### src/inc/lpm_pkg.sv
// Purpose: Shared constants and types for the low-power mode controller.
// Assumes: One core clock at 100 MHz.
// Notes: Pad configuration travels as a packed struct per pin.
package lpm_pkg;
	localparam int NUM_GPIO = 12;
	localparam int NUM_DRV_GROUPS = 4;
	localparam int CLK_MHZ = 100;
	localparam int NUM_WAKE_PINS = 7;
	// Bit positions in the synchronised pin vector.
	localparam int PIN_EXT_RST_N = 0;
	localparam int PIN_VBUS = 1;
	localparam int PIN_CTS = 2;
	localparam int PIN_DP = 3;
	localparam int PIN_DM = 4;
	localparam int PIN_SS_RESUME = 5;
	localparam int PIN_VDD_GOOD = 6;
	localparam logic [6:0] PIN_RESET_VAL = 7'h41;
	localparam logic [1:0] PULL_NONE = 2'h0;
	localparam logic [1:0] PULL_UP = 2'h1;
	localparam logic [1:0] PULL_DOWN = 2'h2;
	localparam logic [1:0] DRV_FULL = 2'h0;
	localparam logic [1:0] DRV_THREE_QUARTER = 2'h1;
	localparam logic [1:0] DRV_HALF = 2'h2;
	localparam logic [1:0] DRV_QUARTER = 2'h3;
	typedef enum logic [4:0] {
		ST_NORMAL = 5'h01,
		ST_SUSPEND = 5'h02,
		ST_STANDBY = 5'h04,
		ST_POWERDOWN = 5'h08,
		ST_WAKE = 5'h10
	} lpm_state_e;
	typedef struct packed {
		logic out;
		logic oe;
		logic [1:0] pull;
		logic hold;
	} lpm_pad_cfg_s;
	typedef struct packed {
		logic pll_en;
		logic xcvr_en;
		logic core_pwr_en;
		logic retain;
	} lpm_pwr_ctl_s;
endpackage

### src/rtl/lpm_ctrl.sv
// Purpose: Low-power mode sequencing, wake detection and pad state control.
// Assumes: Request strobes come from logic on clk_i; wake and supply pins are asynchronous.
// Notes: The pad drivers are modelled as output, active-low enable and pull controls.
`timescale 1ns/10ps
module lpm_ctrl #(
	parameter int NGPIO = lpm_pkg::NUM_GPIO,
	parameter int NGRP = lpm_pkg::NUM_DRV_GROUPS
) (
	input wire logic clk_i,
	input wire logic srst_i,
	input wire logic standby_req_i,
	input wire logic suspend_req_i,
	input wire logic fw_loaded_i,
	input wire logic cts_wake_pol_i,
	input wire logic ext_reset_n_i,
	input wire logic vbus_i,
	input wire logic cts_i,
	input wire logic dp_i,
	input wire logic dm_i,
	input wire logic ss_resume_i,
	input wire logic vdd_good_i,
	input wire lpm_pkg::lpm_pad_cfg_s pad_cfg_i [NGPIO],
	input wire logic [NGRP-1:0][1:0] drive_cfg_i,
	output logic pll_en_o,
	output logic xcvr_en_o,
	output logic core_pwr_en_o,
	output logic retain_o,
	output logic pc_reset_o,
	output logic fw_reload_o,
	output logic low_power_o,
	output logic [4:0] state_o,
	output logic [NGPIO-1:0] gpio_o,
	output logic [NGPIO-1:0] gpio_oe_n_o,
	output logic [NGPIO-1:0] gpio_pu_o,
	output logic [NGPIO-1:0] gpio_pd_o,
	output logic [NGRP-1:0][1:0] drive_str_o
);
	lpm_pkg::lpm_state_e state_q;
	lpm_pkg::lpm_pwr_ctl_s pwr_q;
	logic [lpm_pkg::NUM_WAKE_PINS-1:0] pin_meta_q;
	logic [lpm_pkg::NUM_WAKE_PINS-1:0] pin_q;
	logic [lpm_pkg::NUM_WAKE_PINS-1:0] pin_prev_q;
	logic pc_reset_q;
	logic fw_reload_q;
	logic [NGPIO-1:0] hold_out_q;
	logic [NGPIO-1:0] hold_oe_q;
	logic wake_ext_rst;
	logic wake_standby;
	logic wake_suspend;
	logic vdd_lost;
	logic vdd_back;
	logic in_low_power;

	////////////////////////////////////////////////////////////////////////////
	// Pins pass two flops; logic examines the second flop, and a third flop's copy for DP and DM edges.
	always_ff @(posedge clk_i) begin
		if (srst_i) begin
			pin_meta_q <= lpm_pkg::PIN_RESET_VAL;
			pin_q <= lpm_pkg::PIN_RESET_VAL;
			pin_prev_q <= lpm_pkg::PIN_RESET_VAL;
		end else begin
			pin_meta_q <= {vdd_good_i, ss_resume_i, dm_i, dp_i, cts_i, vbus_i, ext_reset_n_i};
			pin_q <= pin_meta_q;
			pin_prev_q <= pin_q;
		end
	end

	assign wake_ext_rst = ~pin_q[lpm_pkg::PIN_EXT_RST_N];
	assign wake_standby = pin_q[lpm_pkg::PIN_VBUS] | (pin_q[lpm_pkg::PIN_CTS] == cts_wake_pol_i) | wake_ext_rst;
	assign wake_suspend = wake_standby | pin_q[lpm_pkg::PIN_SS_RESUME]
		| (pin_q[lpm_pkg::PIN_DP] ^ pin_prev_q[lpm_pkg::PIN_DP])
		| (pin_q[lpm_pkg::PIN_DM] ^ pin_prev_q[lpm_pkg::PIN_DM]);
	assign vdd_lost = ~pin_q[lpm_pkg::PIN_VDD_GOOD];
	assign vdd_back = pin_q[lpm_pkg::PIN_VDD_GOOD];
	assign in_low_power = (state_q != lpm_pkg::ST_NORMAL) && (state_q != lpm_pkg::ST_WAKE);

	////////////////////////////////////////////////////////////////////////////
	// Mode sequencer. Supply loss outranks every other event.
	always_ff @(posedge clk_i) begin
		if (srst_i) begin
			state_q <= lpm_pkg::ST_NORMAL;
		end else if (vdd_lost) begin
			state_q <= lpm_pkg::ST_POWERDOWN;
		end else begin
			case (state_q)
				lpm_pkg::ST_NORMAL: begin
					if (standby_req_i) begin
						state_q <= lpm_pkg::ST_STANDBY;
					end else if (suspend_req_i) begin
						state_q <= lpm_pkg::ST_SUSPEND;
					end
				end
				lpm_pkg::ST_SUSPEND: begin
					if (wake_suspend) begin
						state_q <= lpm_pkg::ST_NORMAL;
					end
				end
				lpm_pkg::ST_STANDBY: begin
					if (wake_standby) begin
						state_q <= lpm_pkg::ST_WAKE;
					end
				end
				lpm_pkg::ST_POWERDOWN: begin
					if (vdd_back | wake_ext_rst) begin
						state_q <= lpm_pkg::ST_WAKE;
					end
				end
				lpm_pkg::ST_WAKE: begin
					state_q <= lpm_pkg::ST_NORMAL;
				end
				default: begin
					state_q <= lpm_pkg::ST_NORMAL;
				end
			endcase
		end
	end

	////////////////////////////////////////////////////////////////////////////
	// Power controls follow the next state so they change with the mode.
	always_ff @(posedge clk_i) begin
		if (srst_i) begin
			pwr_q <= '{pll_en: 1'b1, xcvr_en: 1'b1, core_pwr_en: 1'b1, retain: 1'b0};
		end else if (vdd_lost) begin
			pwr_q <= '{pll_en: 1'b0, xcvr_en: 1'b0, core_pwr_en: 1'b0, retain: 1'b0};
		end else if (state_q == lpm_pkg::ST_NORMAL && standby_req_i) begin
			pwr_q.pll_en <= 1'b0;
			pwr_q.xcvr_en <= 1'b0;
			pwr_q.core_pwr_en <= 1'b0;
			pwr_q.retain <= 1'b1;
		end else if (state_q == lpm_pkg::ST_NORMAL && suspend_req_i) begin
			// The transceiver stays up in suspend so that it can see resume signalling.
			pwr_q.pll_en <= 1'b0;
			pwr_q.retain <= 1'b1;
		end else if ((state_q == lpm_pkg::ST_SUSPEND && wake_suspend) || state_q == lpm_pkg::ST_WAKE) begin
			pwr_q <= '{pll_en: 1'b1, xcvr_en: 1'b1, core_pwr_en: 1'b1, retain: 1'b0};
		end
	end

	////////////////////////////////////////////////////////////////////////////
	// Program counter reset and firmware reload flag.
	always_ff @(posedge clk_i) begin
		if (srst_i) begin
			pc_reset_q <= 1'b0;
		end else begin
			// suspend resumes unless woken by reset
			pc_reset_q <= (state_q == lpm_pkg::ST_WAKE)
				|| (state_q == lpm_pkg::ST_SUSPEND && wake_ext_rst && !vdd_lost);
		end
	end

	always_ff @(posedge clk_i) begin
		if (srst_i) begin
			fw_reload_q <= 1'b0;
		end else if (state_q == lpm_pkg::ST_POWERDOWN) begin
			// state lost, reload required; set wins over clear
			fw_reload_q <= 1'b1;
		end else if (fw_loaded_i) begin
			fw_reload_q <= 1'b0;
		end
	end

	////////////////////////////////////////////////////////////////////////////
	// Pad control. Held copies of output and enable are frozen at low-power entry so firmware writes
	// made while the core is unpowered cannot disturb them; pull controls follow pad_cfg_i at all times.
	always_ff @(posedge clk_i) begin
		if (srst_i) begin
			hold_out_q <= '0;
			hold_oe_q <= '0;
		end else if (!in_low_power) begin
			for (int i = 0; i < NGPIO; i++) begin
				hold_out_q[i] <= pad_cfg_i[i].out;
				hold_oe_q[i] <= pad_cfg_i[i].oe;
			end
		end
	end

	always_ff @(posedge clk_i) begin
		if (srst_i) begin
			gpio_o <= '0;
			gpio_oe_n_o <= '1;
			gpio_pu_o <= '0;
			gpio_pd_o <= '0;
		end else begin
			for (int i = 0; i < NGPIO; i++) begin
				if (!in_low_power) begin
					gpio_o[i] <= pad_cfg_i[i].out;
					gpio_oe_n_o[i] <= ~pad_cfg_i[i].oe;
				end else if (state_q != lpm_pkg::ST_POWERDOWN || pad_cfg_i[i].hold) begin
					gpio_o[i] <= hold_out_q[i];
					gpio_oe_n_o[i] <= ~hold_oe_q[i];
				end else begin
					gpio_o[i] <= 1'b0;
					gpio_oe_n_o[i] <= 1'b1;
				end
				gpio_pu_o[i] <= (pad_cfg_i[i].pull == lpm_pkg::PULL_UP);
				gpio_pd_o[i] <= (pad_cfg_i[i].pull == lpm_pkg::PULL_DOWN);
			end
		end
	end

	always_ff @(posedge clk_i) begin
		if (srst_i) begin
			drive_str_o <= {NGRP{lpm_pkg::DRV_FULL}};
		end else begin
			drive_str_o <= drive_cfg_i;
		end
	end

	assign pll_en_o = pwr_q.pll_en;
	assign xcvr_en_o = pwr_q.xcvr_en;
	assign core_pwr_en_o = pwr_q.core_pwr_en;
	assign retain_o = pwr_q.retain;
	assign pc_reset_o = pc_reset_q;
	assign fw_reload_o = fw_reload_q;
	assign state_o = state_q;
	always_ff @(posedge clk_i) begin
		if (srst_i) begin
			low_power_o <= 1'b0;
		end else begin
			low_power_o <= (state_q != lpm_pkg::ST_NORMAL);
		end
	end
endmodule

### config.mk
export PLATFORM = sky130hd
export DESIGN_NAME = lpm_ctrl
export DESIGN_NICKNAME = d
export VERILOG_FILES = /design/src/inc/lpm_pkg.sv /design/src/rtl/lpm_ctrl.sv
export SDC_FILE = /design/constraint.sdc
export NUM_CORES = 1
export LEC_CHECK = 0
export ABC_CLOCK_PERIOD_IN_PS = 1650
export BUFFER_PORTS_ARGS = -buffer_cell sky130_fd_sc_hd__buf_4
export CAP_MARGIN = 20
export CORE_AREA = 2 2 94 96
export CTS_CLUSTER_DIAMETER = 100
export DETAILED_ROUTE_END_ITERATION = 16
export DIE_AREA = 0 0 96 98
export GPL_ROUTABILITY_DRIVEN = 1
export PLACE_DENSITY = 0.74
export SYNTH_ARGS = -nofsm -noshare
export SYNTH_HDL_FRONTEND = slang
export SYNTH_SLANG_ARGS = --single-unit
### constraint.sdc
create_clock -name clk_i -period 1.65 [get_ports clk_i]
set_clock_uncertainty 0.15 [all_clocks]
set_input_delay 0.2475 -clock clk_i [delete_from_list [all_inputs] [get_ports clk_i]]
set_output_delay 0.2475 -clock clk_i [all_outputs]
set_load 0.005 [all_outputs]
==> impl_results.md, run 1 <==
- Outcome: finished clean
- Share of post-route cells with drive strength above 1: 35.6%
- Seq pwr share: 53.1%
- Netlist cell types: 39
- Top Ports: 149
- Data arrival at the endpoint of the critical path: 1740 ps
- Die area: 9410 um2
- GRT Overall Usage: 18.9%
- Post-synth top flop: dfxtp_1
- Critical Path, Cell by Cell: buf_4 -> or3_1 -> nor3_2 -> o21ai_1 -> a31o_1
- Hold depth: 3
- CP bufs+invs: 1
- Main combinational cell family by area after synthesis: simple AND/OR/NAND/NOR gates
- Fin. max-slew vios: 0
- Post-synthesis mux area share: 6.92%
- Largest net degree at the start of global routing: 37
- Worst-case clock buffer depth: 2
- Actual slew at the worst max-slew pin: 314 ps
- Final Hold Fails: 0
- Drt pass-1 iters: 4
- # fillers: 586
- Cells after Synth: 312
- Seq/Total Area, Yosys: 61.7%
- Via Count: 3026
- CTS sink cnt: 107
- CP max FO: 7
- Critical Path RT: 1750 ps
- Vias in the first global route: 3022
- Wirelength per Cell: 13.5 um
- Crit path depth: 5
- Fin crit period: 1640 ps
- Commonest non-fill, non-tap cell in the layout: buf_4
- Remaining DRCs: 0
- R2R Setup Slk: 10 ps
- Initial drt markers: 55
- PwrDens: 937 nW/um2
- Core Rows: 34
- R2R cell count: 5
- Logic pwr share: 20.1%
- Worst setup path endpoint: state_o[0]$_SDFFE_PP1P_
- Number of synthesized flops with an enable pin: 0
- Async set-or-reset flop fraction in the synthesized netlist: 0%
- ANT nets after route: 0
- Number of port buffers: 148
- Die height: 98 um
- CTS H-tree lvls: 3
- Synth-to-Final Area Change: 66.4%
- Simple-gate share of the synthesized area: 23.6%
- Crit path kind: register to register
- Clk_lat worst skew: 360 ps
- GRT overflow: 0
- CTS tree: built
- First-pass GRT wire length: 13800 um
- Final setup fails: 0
- Setup crit start kind: register
- CP endpoint kind: register
- Switching power: 1.38 mW
- Vias per inst: 4.57
- Final WL: 8940 um
- XOR/XNOR share of the synthesized area: 1.73%
- Gpl congestion: 0.793
- Hold crit path type: primary input to register
- Max-Cap Viols: 0
- Worst path max stage delay: 360 ps
- Int Pwr: 4.03 mW
- Starting Density: 41.0%
- Die W: 96 um
- Switching Share: 25.4%
- CTS clock-pin slew for the worst setup and hold paths: 100 ps
- Fmax achieved: 611 MHz
- Synth Area in Adders: 0%
- Nets: 630
- Syn_nets: 393
- Core Area: 8470 um2
- Unrepaired setup endpoints after global routing: true
- R2r startpoint: state_o[4]$_SDFFE_PP0P_
- Final Util: 68.2%
- Syn Area/Cell: 11.1 um2
- Initial antenna violation count: 0
- Worst r2r dst: state_o[0]$_SDFFE_PP1P_
- Crit path max-delay cell type: dfxtp_2
- Root Driver: clkbuf_8
- Top delay family on crit path: simple AND/OR/NAND/NOR gates
- CTS buffer count: 9
- Final worst path period share: 99.2%
- Pwr Total: 5.41 mW
- CP Launch Point: state_o[4]$_SDFFE_PP0P_
- Commonest non-fill, non-tap cells in the layout: buf_4 (161), dfxtp_1 (104), dlygate4sd3_1 (77)
- Compound-Gate Fraction of Synth Area: 2.45%
- Leakage: 2.61 nW
- Worst slew margin: 78.8%
- Worst IR drop on VDD: 510 uV
- Diodes inserted: 0
- Synth Register Bits: 107
- Clock network power share: 26.9%
- Mapped cell area: 3470 um2
- Hpwl dp: 5660 um
- YS warnings: 0
## cell type report
| class | instances | area (um2) | area share, % |
|---|---|---|---|
| clock inverter | 6 | 46.3 | 0.801 |
| timing repair buffer | 244 | 2090 | 36.2 |
| multi-input combinational | 185 | 1220 | 21.1 |
| sequential | 107 | 2150 | 37.2 |
| inverter | 2 | 7.51 | 0.130 |
| tap | 108 | 135 | 2.34 |
| clock buffer | 10 | 128 | 2.21 |
## cells in the mapped netlist (all sizes together), types with 2 or more instances
| cell type | n | area share, % |
|---|---|---|
| o21ai | 2 | 0.29 |
| a21oi | 8 | 1.2 |
| xnor2 | 2 | 0.50 |
| nor2 | 44 | 5.0 |
| inv | 2 | 0.22 |
| dfxtp | 107 | 62 |
| clkbuf | 11 | 1.2 |
| nand3b | 2 | 0.43 |
| nor3 | 15 | 2.3 |
| nand2 | 3 | 0.32 |
| or3 | 14 | 2.6 |
| mux2i | 24 | 6.9 |
| nor3b | 25 | 5.4 |
| nor2b | 21 | 3.8 |
| or2 | 4 | 0.72 |
| buf | 7 | 2.2 |
| xor2 | 4 | 1.2 |
| nand2b | 4 | 0.72 |
## cells by family (layout without fill, tap and decap cells)
kind of cell / after synthesis / after routing
XOR/XNOR: 6 / 6
AND/OR/NAND/NOR: 141 / 141
AO/OA/AOI/OAI: 14 / 14
buffers and inverters: 20 / 262
flip-flops: 107 / 107
multiplexers: 24 / 24
## registers in the layout, indices dropped and copies added, names as in the netlist, 2 cells and up
name         cells
pin_meta_q       7
gpio_o          12
hold_out_q      12
hold_oe_q       12
pin_prev_q       2
drive_str_o      8
state_o          5
pin_q            7
gpio_oe_n_o     12
gpio_pu_o       12
gpio_pd_o       12
## metal layers
| layer | track usage, % | vias to the layer above | routed length, um |
|---|---|---|---|
| li1 | - | 1515 | - |
| met1 | 22.8 | 1401 | 3790 |
| met2 | 31.5 | 101 | 4340 |
| met3 | 5.71 | 9 | 695 |
| met4 | 6.59 | 0 | 109 |
| met5 | 0 | - | 0 |
## tightest hold or removal path, delay by kind of cell
family	cells	cell delay [ps]
simple gates	2	170
buf+inv	1	80
## through the flow
step                      area [um2]  std cells  setup TNS (ps)  hold slack [ps]  worst slack [ps]
after floorplan                 3480        312               0              173              32.6
after global placement          4780        566               0              244              38.1
after detailed placement        4780        566           -22.4              250             -22.4
after CTS                       5740        660               0             8.59              38.7
after global routing            5780        662           -68.9             41.1             -29.5
final                           5780        662               0             27.4              13.4
## power groups by stage
stage | clock [mW] | combinational [mW] | sequential [mW]
floorplan | 0 | 0.454 | 2.93
global placement | 0 | 0.891 | 2.92
detailed placement | 0 | 0.910 | 2.93
CTS | 1.50 | 1.06 | 2.87
global route | 1.60 | 1.18 | 2.89
finish | 1.45 | 1.09 | 2.87
## what timing repair did
item,CTS,global route
hold buffers,77,0
buffers inserted,1,2
endpoints found under the hold margin,68,0
gates resized for setup,1,4
pin swaps,1,1
setup endpoints to repair,4,15
## worst min path at each step
stage | to | slack (ps) | startpoint
3_3_place_gp | pin_q[6]$_SDFF_PP1_ | 240 | pin_meta_q[6]$_SDFF_PP1_
6_report | gpio_o[10]$_SDFF_PP0_ | 30 | pad_cfg_i[5]
3_5_place_dp | pin_q[0]$_SDFF_PP1_ | 250 | pin_meta_q[0]$_SDFF_PP1_
4_1_cts | hold_out_q[11]$_SDFFE_PP0N_ | 9 | pad_cfg_i[4]
2_1_floorplan | gpio_pd_o[3]$_SDFF_PP0_ | 170 | pad_cfg_i[41]
5_1_grt | gpio_o[3]$_SDFF_PP0_ | 40 | pad_cfg_i[40]
Note: power is estimated with default switching activity, not from simulation.
==> run 2: changes to the inputs <==
==> constraint.sdc (replaced) <==
create_clock -name clk_i -period 1.65 [get_ports clk_i]
set_clock_uncertainty 0.15 [all_clocks]
set_input_delay 0.33 -clock clk_i [delete_from_list [all_inputs] [get_ports clk_i]]
set_output_delay 0.33 -clock clk_i [all_outputs]
set_load 0.005 [all_outputs]
==> run 2 against run 1 <==
Combinational power down 6%. Sequential power barely moved. Clock power rose by 13%. Worst hold slack gained 5.4 ps. Via count down 6.5%. First-iteration DRC count fell by 31%. Cell count decreased by 6.5%. Critical path depth did not move. Routed wire length fell by 7.2%.
==> impl_results.md, run 2 (synthesized netlist as in run 1, its figures left out) <==
- Worst-case clock buffer depth: 2
- Die area: 9410 um2
- Final Util: 63.3%
- Hold crit path type: primary input to register
- Commonest non-fill, non-tap cell in the layout: buf_4
- Remaining DRCs: 0
- Worst slew margin: 71.5%
- Die height: 98 um
- CP endpoint kind: register
- Worst setup margin: 45.5 ps
- Actual slew at the worst max-slew pin: 422 ps
- Unrepaired setup endpoints after global routing: true
- Leakage: 2.43 nW
- Post-Layout Cell Count: 619
- Via Count: 2829
- Vias in the first global route: 2892
- Number of port buffers: 148
- Core Rows: 34
- Setup TNS: 0 ps
- Final worst path period share: 97.2%
- Crit path kind: register to register
- Drt pass-1 iters: 2
- GRT Overall Usage: 18.2%
- Placement Setup Slack: -19.2 ps
- Pwr Total: 5.54 mW
- Dpl cell area: 4790 um2
- Diodes inserted: 0
- Hpwl dp: 5880 um
- CTS sink cnt: 107
- Gpl congestion: 0.845
- CTS clock-pin slew for the worst setup and hold paths: 100 ps
- Nets: 587
- Critical Path RT: 1730 ps
- Data arrival at the endpoint of the critical path: 1690 ps
- GRT overflow: 0
- Fmax achieved: 623 MHz
- Vias per inst: 4.57
- Top Ports: 149
- Share of post-route cells with drive strength above 1: 40.9%
- ANT nets after route: 0
- Synth-to-Final Area Change: 54.3%
- Fin area: 5360 um2
- Wirelength per Cell: 13.4 um
- Setup crit start kind: register
- Final WL: 8300 um
- CTS H-tree lvls: 3
- Core Area: 8470 um2
- Worst hold slack: 32.8 ps
- # fillers: 682
- Starting Density: 41.0%
- CTS buffer count: 9
- Clk_lat worst skew: 350 ps
- Outcome: finished clean
- Final setup fails: 0
- Fin crit period: 1600 ps
- CP max FO: 6
- PwrDens: 1030 nW/um2
- Initial antenna violation count: 0
- Fin. max-slew vios: 0
- CTS tree: built
- Initial drt markers: 38
- Final Hold Fails: 0
- Root Driver: clkbuf_8
- Sequential cell area: 2150 um2
- Commonest non-fill, non-tap cells in the layout: buf_4 (171), dfxtp_1 (104), nor2_1 (43)
- Max-Cap Viols: 0
- First-pass GRT wire length: 13500 um
- Multi-input logic area: 1230 um2
- Worst IR drop on VDD: 515 uV
- Die W: 96 um
- Largest net degree at the start of global routing: 34
- Placed cells: 569
-- run 2: cell types whose count changed in the layout (fill, tap and decap cells not counted), sizes merged --
cell,previous run,this run
buf,167,175
dlygate4sd3,77,26
clkbuf,10,9
bufinv,0,1
-- run 2: final cells by class --
cell class              instances  share of cell area (%)
repair buffers                201                    30.3
flip-flops and latches        107                    40.1
multi-input cells             185                    23.0
clock buffers                   9                    2.31
clock inverters                 7                    1.54
well taps                     108                    2.52
inverters                       2                   0.140
-- run 2: path summary, 6_finish.rpt --
check | startpoint | endpoint | slack, ps | cells after the start
worst max-delay path | state_o[0]$_SDFFE_PP1P_ | gpio_oe_n_o[0]$_SDFF_PP1_ | 50 | 5
worst min-delay path | drive_cfg_i[5] | drive_str_o[5]$_SDFF_PP0_ | 30 | 2
worst max register to register | state_o[0]$_SDFFE_PP1P_ | gpio_oe_n_o[0]$_SDFF_PP1_ | 50 | 5
worst min register to register | pin_meta_q[6]$_SDFF_PP1_ | pin_q[6]$_SDFF_PP1_ | 270 | 1
-- run 2: critical path, cell delays in order (launching register included) --
cell     delay (ps)
dfxtp_4         410
xor2_4          160
nand3_4         140
buf_12          170
mux2i_1         120
or3_1           340
-- run 2: power by group --
group	internal [mW]	total (mW)	switching, mW
clock	0.726	1.64	0.909
sequential	2.79	2.87	0.0784
combinational	0.639	1.03	0.394
total	4.16	5.54	1.38
-- run 2: repair_timing --
item	CTS	global route
gates resized for setup	1	6
hold endpoints to repair	26	0
setup buffers	3	5
hold buffers	26	0
endpoints found under the setup margin	4	17
pin swaps	2	3
-- run 2: layer usage --
layer  track usage [%]  vias up  wire (um)
met5                 0        -          0
met4              5.16        0         92
met3              7.72        9        729
met2              29.8      107       3950
met1              21.5     1285       3520
li1                  -     1428          -
